--- config.mk ---
export PLATFORM = sky130hd
export DESIGN_NAME = autoneg_link_training_ctl
export DESIGN_NICKNAME = d
export VERILOG_FILES = /design/src/an_lt_pkg.sv /design/src/pattern_if.sv /design/src/lane0_pattern_gen.sv /design/src/autoneg_link_training_ctl.sv
export SDC_FILE = /design/constraint.sdc
export NUM_CORES = 1
export LEC_CHECK = 0
export ABC_AREA = 1
export BUFFER_PORTS_ARGS = -buffer_cell sky130_fd_sc_hd__buf_2
export CORE_MARGIN = 4
export CORE_UTILIZATION = 45
export CTS_BUF_LIST = sky130_fd_sc_hd__clkbuf_8
export CTS_CLUSTER_SIZE = 14
export DETAILED_ROUTE_END_ITERATION = 10
export GPL_TIMING_DRIVEN = 0
export HOLD_SLACK_MARGIN = 0.12
export PLACE_DENSITY_LB_ADDON = 0.3
export SLEW_MARGIN = 0
export SYNTH_ARGS = -nofsm -noshare
export SYNTH_HDL_FRONTEND = slang
export SYNTH_SLANG_ARGS = --single-unit
--- constraint.sdc ---
create_clock -name clk_i -period 2.36 [get_ports clk_i]
set_input_delay 0.118 -clock clk_i [delete_from_list [all_inputs] [get_ports clk_i]]
set_output_delay 0.118 -clock clk_i [all_outputs]
set_load 0.05 [all_outputs]
--- src/an_lt_pkg.sv ---
`default_nettype none
package an_lt_pkg;
    // widths of the control groups
    localparam int LANES     = 4;
    localparam int ABIL_W    = 15;
    localparam int SEED_W    = 11;
    localparam int COEF_W    = 2;
    localparam int FRAME_W   = 4;

    // bit positions of each protocol in the codeword ability field
    localparam int POS_1G_KX         = 0;
    localparam int POS_10G_4L_KX     = 1;
    localparam int POS_10G_KR        = 2;
    localparam int POS_40G_4L_KR     = 3;
    localparam int POS_40G_4L_CR     = 4;
    localparam int POS_100G_10L_CR   = 5;
    localparam int POS_100G_4L_KP    = 6;
    localparam int POS_100G_4L_KR    = 7;
    localparam int POS_100G_4L_CR    = 8;
    localparam int POS_25G_SHORT     = 9;
    localparam int POS_25G_FULL      = 10;
    localparam int POS_25G_1L_KR     = 11;
    localparam int POS_25G_1L_CR     = 12;
    localparam int POS_50G_2L_KR     = 13;
    localparam int POS_50G_2L_CR     = 14;

    // last count of a 16-cycle training frame, counter wraps at this value
    localparam logic [FRAME_W-1:0] FRAME_LAST = 4'hf;

    // values after reset
    localparam logic [ABIL_W-1:0]  ABIL_RST   = 15'h0000;
    localparam logic [SEED_W-1:0]  SEED_RST   = 11'h001;
    localparam logic [LANES-1:0]   LANES_RST  = 4'h0;
    localparam logic [3*COEF_W-1:0] COEF_RST  = 6'h00;

    // training sequencer states
    typedef enum logic [1:0] {
        ST_MISSION = 2'b00,
        ST_TRAIN   = 2'b01,
        ST_DONE    = 2'b10
    } train_state_e;
endpackage
`default_nettype wire

--- src/pattern_if.sv ---
`default_nettype none
interface pattern_if;
    import an_lt_pkg::*;
    logic [SEED_W-1:0] seed;
    logic              load;
    logic              step;
    logic              pat_bit;
    logic [SEED_W-1:0] pat_state;

    modport gen  (input seed, load, step, output pat_bit, pat_state);
    modport user (output seed, load, step, input pat_bit, pat_state);
endinterface
`default_nettype wire

--- src/lane0_pattern_gen.sv ---
`default_nettype none
module lane0_pattern_gen (
    input  wire logic  clk_i,
    input  wire logic  sys_rst_i,
    pattern_if.gen     pat
);
    import an_lt_pkg::*;

    logic [SEED_W-1:0] lfsr;

    // an all-zero seed would freeze the generator, so it is replaced by one
    function automatic logic [SEED_W-1:0] safe_seed(input logic [SEED_W-1:0] s);
        safe_seed = (s == '0) ? SEED_RST : s;
    endfunction

    // x^11 + x^9 + 1 shift register; load wins over step
    always_ff @(posedge clk_i or posedge sys_rst_i) begin
        if (sys_rst_i) begin
            lfsr <= SEED_RST;
        end else if (pat.load) begin
            lfsr <= safe_seed(pat.seed);
        end else if (pat.step) begin
            lfsr <= {lfsr[SEED_W-2:0], lfsr[SEED_W-1] ^ lfsr[SEED_W-3]};
        end
    end

    assign pat.pat_bit   = lfsr[SEED_W-1];
    assign pat.pat_state = lfsr;
endmodule
`default_nettype wire

--- src/autoneg_link_training_ctl.sv ---
`default_nettype none
module autoneg_link_training_ctl (
    input  wire logic                             clk_i,
    input  wire logic                             sys_rst_i,
    input  wire logic                             adv_1g_kx_i,
    input  wire logic                             adv_10g_four_lane_kx_i,
    input  wire logic                             adv_10g_kr_i,
    input  wire logic                             adv_40g_four_lane_kr_i,
    input  wire logic                             adv_40g_four_lane_cr_i,
    input  wire logic                             adv_100g_ten_lane_cr_i,
    input  wire logic                             adv_100g_four_lane_kp_i,
    input  wire logic                             adv_100g_four_lane_kr_i,
    input  wire logic                             adv_100g_four_lane_cr_i,
    input  wire logic                             adv_25g_short_reach_i,
    input  wire logic                             adv_25g_full_reach_i,
    input  wire logic                             adv_25g_single_kr_i,
    input  wire logic                             adv_25g_single_cr_i,
    input  wire logic                             adv_50g_two_lane_kr_i,
    input  wire logic                             adv_50g_two_lane_cr_i,
    input  wire logic                             train_enable_in_i,
    input  wire logic                             train_restart_in_i,
    input  wire logic [an_lt_pkg::LANES-1:0]      receiver_done_in_i,
    input  wire logic [an_lt_pkg::LANES-1:0]      frame_preset_in_i,
    input  wire logic [an_lt_pkg::LANES-1:0]      frame_init_in_i,
    input  wire logic [an_lt_pkg::SEED_W-1:0]     lane0_pattern_seed_i,
    input  wire logic [an_lt_pkg::COEF_W-1:0]     lane0_plus_req_i,
    input  wire logic [an_lt_pkg::COEF_W-1:0]     lane0_center_req_i,
    input  wire logic [an_lt_pkg::COEF_W-1:0]     lane0_minus_req_i,
    input  wire logic [an_lt_pkg::COEF_W-1:0]     lane0_plus_stat_i,
    input  wire logic [an_lt_pkg::COEF_W-1:0]     lane0_center_stat_i,
    input  wire logic [an_lt_pkg::COEF_W-1:0]     lane0_minus_stat_i,
    output logic      [an_lt_pkg::ABIL_W-1:0]     codeword_ability_o,
    output logic                                  training_active_o,
    output logic                                  training_done_o,
    output logic      [an_lt_pkg::LANES-1:0]      lane_mission_o,
    output logic      [an_lt_pkg::LANES-1:0]      lane_rx_trained_o,
    output logic                                  frame_start_o,
    output logic      [an_lt_pkg::LANES-1:0]      tx_preset_o,
    output logic      [an_lt_pkg::LANES-1:0]      tx_init_o,
    output logic      [3*an_lt_pkg::COEF_W-1:0]   lane0_ctrl_coef_o,
    output logic      [3*an_lt_pkg::COEF_W-1:0]   lane0_stat_coef_o,
    output logic                                  lane0_pattern_o
);
    import an_lt_pkg::*;

    train_state_e         state;
    train_state_e         next_state;
    logic [FRAME_W-1:0]   frame_cnt;
    logic [ABIL_W-1:0]    abil_vec;
    logic                 start_train;
    logic                 frame_edge;

    pattern_if pat ();

    lane0_pattern_gen u_pattern (
        .clk_i     (clk_i),
        .sys_rst_i (sys_rst_i),
        .pat       (pat.gen)
    );

    // gather the protocol abilities into codeword bit order
    always_comb begin
        abil_vec                  = '0;
        abil_vec[POS_1G_KX]       = adv_1g_kx_i;
        abil_vec[POS_10G_4L_KX]   = adv_10g_four_lane_kx_i;
        abil_vec[POS_10G_KR]      = adv_10g_kr_i;
        abil_vec[POS_40G_4L_KR]   = adv_40g_four_lane_kr_i;
        abil_vec[POS_40G_4L_CR]   = adv_40g_four_lane_cr_i;
        abil_vec[POS_100G_10L_CR] = adv_100g_ten_lane_cr_i;
        abil_vec[POS_100G_4L_KP]  = adv_100g_four_lane_kp_i;
        abil_vec[POS_100G_4L_KR]  = adv_100g_four_lane_kr_i;
        abil_vec[POS_100G_4L_CR]  = adv_100g_four_lane_cr_i;
        abil_vec[POS_25G_SHORT]   = adv_25g_short_reach_i;
        abil_vec[POS_25G_FULL]    = adv_25g_full_reach_i;
        abil_vec[POS_25G_1L_KR]   = adv_25g_single_kr_i;
        abil_vec[POS_25G_1L_CR]   = adv_25g_single_cr_i;
        abil_vec[POS_50G_2L_KR]   = adv_50g_two_lane_kr_i;
        abil_vec[POS_50G_2L_CR]   = adv_50g_two_lane_cr_i;
    end

    // codeword ability field, registered so the codeword sees a stable word
    always_ff @(posedge clk_i or posedge sys_rst_i) begin
        if (sys_rst_i) begin
            codeword_ability_o <= ABIL_RST;
        end else begin
            codeword_ability_o <= abil_vec;
        end
    end

    // training starts on a restart or on enable rising out of mission mode
    assign start_train = train_enable_in_i &&
                         (train_restart_in_i || state == ST_MISSION);

    // sequencer: disable beats restart, restart beats completion
    always_comb begin
        next_state = state;
        if (!train_enable_in_i) begin
            next_state = ST_MISSION;
        end else if (start_train) begin
            next_state = ST_TRAIN;
        end else begin
            unique case (state)
                ST_MISSION: next_state = ST_TRAIN;
                ST_TRAIN: begin
                    if (&(lane_rx_trained_o | receiver_done_in_i)) begin
                        next_state = ST_DONE;
                    end
                end
                ST_DONE:    next_state = ST_DONE;
                default:    next_state = ST_MISSION;
            endcase
        end
    end

    always_ff @(posedge clk_i or posedge sys_rst_i) begin
        if (sys_rst_i) begin
            state <= ST_MISSION;
        end else begin
            state <= next_state;
        end
    end

    // per-lane receiver completion, sticky until the next training start or until training is disabled
    always_ff @(posedge clk_i or posedge sys_rst_i) begin
        if (sys_rst_i) begin
            lane_rx_trained_o <= LANES_RST;
        end else if (start_train || !train_enable_in_i) begin
            lane_rx_trained_o <= LANES_RST;
        end else if (state == ST_TRAIN) begin
            lane_rx_trained_o <= lane_rx_trained_o | receiver_done_in_i;
        end
    end

    // status levels; a lane leaves training only when the whole port does
    always_ff @(posedge clk_i or posedge sys_rst_i) begin
        if (sys_rst_i) begin
            training_active_o <= 1'b0;
            training_done_o   <= 1'b0;
            lane_mission_o    <= ~LANES_RST;
        end else begin
            training_active_o <= (next_state == ST_TRAIN);
            training_done_o   <= (next_state == ST_DONE);
            lane_mission_o    <= {LANES{next_state != ST_TRAIN}};
        end
    end

    // frame timer restarts with training so the first frame is a whole one
    always_ff @(posedge clk_i or posedge sys_rst_i) begin
        if (sys_rst_i) begin
            frame_cnt <= '0;
        end else if (start_train || state != ST_TRAIN) begin
            frame_cnt <= '0;
        end else begin
            frame_cnt <= (frame_cnt == FRAME_LAST) ? '0 : frame_cnt + 4'h1;
        end
    end

    assign frame_edge = (state == ST_TRAIN) && !start_train && (frame_cnt == '0);

    always_ff @(posedge clk_i or posedge sys_rst_i) begin
        if (sys_rst_i) begin
            frame_start_o <= 1'b0;
        end else begin
            frame_start_o <= frame_edge;
        end
    end

    // control and status blocks snapped once per frame so a frame never mixes values
    always_ff @(posedge clk_i or posedge sys_rst_i) begin
        if (sys_rst_i) begin
            tx_preset_o       <= LANES_RST;
            tx_init_o         <= LANES_RST;
            lane0_ctrl_coef_o <= COEF_RST;
            lane0_stat_coef_o <= COEF_RST;
        end else if (frame_edge) begin
            tx_preset_o       <= frame_preset_in_i;
            tx_init_o         <= frame_init_in_i;
            lane0_ctrl_coef_o <= {lane0_minus_req_i, lane0_center_req_i, lane0_plus_req_i};
            lane0_stat_coef_o <= {lane0_minus_stat_i,
                                  lane0_center_stat_i, lane0_plus_stat_i};
        end
    end

    // pattern generator reloads at every training start and runs while training
    assign pat.seed = lane0_pattern_seed_i;
    assign pat.load = start_train;
    assign pat.step = (state == ST_TRAIN);

    always_ff @(posedge clk_i or posedge sys_rst_i) begin
        if (sys_rst_i) begin
            lane0_pattern_o <= 1'b0;
        end else begin
            lane0_pattern_o <= (state == ST_TRAIN) ? pat.pat_bit : 1'b0;
        end
    end

    // helper for the frame-period check: cycles since the last frame start,
    // kept apart from frame_cnt so a wrong wrap point shows up
    logic [FRAME_W-1:0]   gap_cnt;
    logic                 gap_seen;

    always_ff @(posedge clk_i or posedge sys_rst_i) begin
        if (sys_rst_i) begin
            gap_cnt  <= '0;
            gap_seen <= 1'b0;
        end else if (state != ST_TRAIN || start_train) begin
            gap_cnt  <= '0;
            gap_seen <= 1'b0;
        end else if (frame_edge) begin
            gap_cnt  <= '0;
            gap_seen <= 1'b1;
        end else begin
            gap_cnt  <= gap_cnt + 4'h1;
        end
    end
endmodule
`default_nettype wire

==> run_results.csv <==
group,metric,value,unit
clocking,ctsRootBufferMaster,"clkbuf_8",
timing,fin_crit,1415,ps
route,drc,0,
clocking,insertion_delay,330,ps
worst_setup_path,cpPeakStageDelay,410,ps
flow_run,maxCapViolations,0,
finish,fin_area,3777,sq um
timing,fmax,0.7065,GHz
floorplanning,start_util,0.4719,
timing,setup_ws,944.5,ps
placement,portBuffers,99,
placement,place_congestion,0.7950,
min_path,hold_class,"in -> reg",
yosys,yosys.area.top_type,"dfrtp_1",
route,dr.pass1.iters,4,
finish,layout_common_cells,"nand2_1 (105), buf_2 (101), dfrtp_1 (59)",
route,wl,6304,um
placement,place_inst,431,
worst_setup_path,arrival,1630,ps
finish,fin_nets,477,
global_route,grt_util_all_layers,0.2000,
route,wl_per_cell,12.68,um
pwr,p_leak,0.002041,uW
yosys,synth.ff_latch_count,61,
route,drtIter0Drc,75,
yosys,synthesis.nets,317,
route,vias,2237,
route,post_drt_via_cell_ratio,4.501,
placement,pre_cts_ws,930.4,ps
worst_setup_path,worstPathRequired,2570,ps
floorplanning,die_x,81.65,um
clocking,ctsResizeCount,0,
placement,dp_hpwl,3968,um
global_route,antenna_found_initial,0,
yosys,yosys.area.top_type_share,0.6048,
clocking,cts_tree,"done",
floorplanning,rows,26,
worst_setup_path,crit_type,"reg -> reg",
worst_setup_path,cp_cell_sequence,"inv_1, ha_1, nor3b_1, nand3_2, buf_2, nand2_1, nand2_1",
global_route,grt_max_degree,34,
clocking,cts_made_buffers,9,
floorplanning,top_level_ports,101,
finish,layout_commonest_cell,"nand2_1",
timing,drv_slew,0,
worst_setup_path,crit_path_top_delay_cell,"dfrtp_1",
pwr,powerDensity,838.2,nW/um^2
finish,drive_gt1_frac,0.3333,
timing,holdWs,141.3,ps
global_route,grt.overflow.total,0,
yosys,syn-instance-count,261,
global_route,grt_pass1_vias,2184,
timing,rsz0062_at_grt,"false",
worst_setup_path,cp-end-kind,"register",
timing,relSlewSlack,0.5637,
floorplanning,die_area,6667,sq um
clocking,cts_max_level,3,
worst_setup_path,worstSetupStartpointType,"register",
floorplanning,die_h,81.65,um
yosys,synth.avg_cell_area,9.353,sq um
clocking,clockBufferDepth,2,
timing,worstMarginPinSlew,653.5,ps
yosys,yosysUniqueCellTypes,25,
finish,area_delta_synth_final,54.74,%
placement,placed_area,3044,sq um
clocking,clock-sinks,61,
global_route,grt_pass1_wl,10010,um
yosys,yosysSeqAreaShare,0.6263,
pwr,ir_drop,0.0005886,V
clocking,holdBufCountCts,49,
timing,setup_viol,0,
timing,finalHoldViolCount,0,
yosys,synthesis.area,2441,sq um
clocking,clk_pin_slew,60,ps
timing,min_period_over_period,0.5998,
outcome,status,"complete, no violations",
finish,fin_cells,497,
worst_setup_path,path_common_cell,"nand2_1",
timing,final.setup_skew,10.73,ps
route,ant_nets,0,
finish,final_util,0.7303,
yosys,synth.area.top_cells,"dfrtp_1 (60%), nand2_1 (16%), nand3_1 (3.7%), nor2_1 (3.4%), inv_1 (2.5%)",
floorplanning,coreArea,5172,sq um
finish,n_fill_cell,385,
worst_setup_path,cp_max_fo,10,
clocking,cts_setup_buffers,0,
yosys,yosysWarnings,0,
[final cells by class]
| cell class | instances | area [sq um] | area share |
|---|---|---|---|
| Timing Repair Buffer | 149 | 1006 | 0.2663 |
| Clock buffer | 10 | 137.6 | 0.03644 |
| Tap cell | 70 | 87.58 | 0.02319 |
| Buffer | 10 | 73.82 | 0.01954 |
| Inverter | 21 | 78.83 | 0.02087 |
| Clock inverter | 6 | 102.6 | 0.02716 |
| Sequential cell | 61 | 1529 | 0.4048 |
| Multi-Input combinational cell | 169 | 759.5 | 0.2011 |
| Antenna cell | 1 | 2.502 | 0.0006625 |
[final timing paths]
check | start | end | slack (ps) | cells past startpoint
max | frame_cnt[0] | lane0_ctrl_coef_o[0] | 940 | 7
min | lane0_pattern_seed_i[1] | u_pattern.pat.pat_state[1] | 140 | 5
max reg2reg | frame_cnt[0] | lane0_ctrl_coef_o[0] | 940 | 7
min reg2reg | u_pattern.pat.pat_state[0] | u_pattern.pat.pat_state[0] | 470 | 2
max in group asynchronous | sys_rst_i | lane_mission_o[0] | 1250 | 4
min in group asynchronous | sys_rst_i | lane0_ctrl_coef_o[4] | 440 | 3
[flip-flops by register name, summed over array words and instances (netlist names)]
signal,cells
codeword_ability_o,15
frame_cnt,4
frame_start_o,1
lane0_ctrl_coef_o,6
lane0_pattern_o,1
lane0_stat_coef_o,6
lane_mission_o,1
lane_rx_trained_o,4
state,2
training_active_o,1
training_done_o,1
tx_init_o,4
tx_preset_o,4
u_pattern.pat.pat_state,11
[power breakdown]
group | internal (uW) | total [uW] | leakage (uW) | switching, uW
clock | 721 | 1100 | 0.000129 | 376
sequential | 1180 | 1250 | 0.000755 | 68.3
combinational | 244 | 824 | 0.00116 | 579
[metrics by stage]
step	power [uW]	TNS (ps)
finish	3166	0
detailed placement	2023	0
CTS	3192	0
global route	3329	0
global placement	2001	-138.1
floorplan	1809	0
[critical path, delay by kind of cell (launching register included)]
family	cells	cell delay [ps]
AND/OR/NAND/NOR	4	490
flip-flops	1	410
buffers and inverters	2	270
adder cells (fa/ha/maj)	1	130
[logic make-up after synthesis]
family,after synthesis,synth area share
AND/OR/NAND/NOR,158,0.2747
adder cells (fa/ha/maj),2,0.01025
flip-flops,61,0.6263
AO/OA/AOI/OAI,7,0.01896
XOR/XNOR,2,0.007177
buffers and inverters,31,0.06253
[cell usage after synthesis]
library cell / count
nor2_2: 2
and2_0: 1
nand3_1: 18
a21oi_1: 4
buf_6: 1
xor2_1: 1
nor2_4: 2
o21ai_4: 1
nand3_2: 1
nand2_1: 105
o21ai_0: 1
dfrtp_1: 59
xnor2_1: 1
nor3b_1: 1
nor3_1: 2
inv_2: 5
inv_1: 16
nand2_2: 2
ha_1: 2
buf_4: 7
o21ai_1: 1
nor2_1: 22
nand2_4: 2
buf_2: 2
dfstp_2: 2
[layer usage]
| layer | share of wire | up-vias | global-route usage | routed length (um) |
|---|---|---|---|---|
| li1 | - | 1111 | - | - |
| met1 | 0.39 | 1030 | 0.2403 | 2430 |
| met2 | 0.52 | 77 | 0.3331 | 3294 |
| met3 | 0.062 | 19 | 0.04715 | 388 |
| met4 | 0.030 | 0 | 0.1063 | 190 |
| met5 | 0 | - | 0 | 0 |
(Power assumes the default switching activity.)
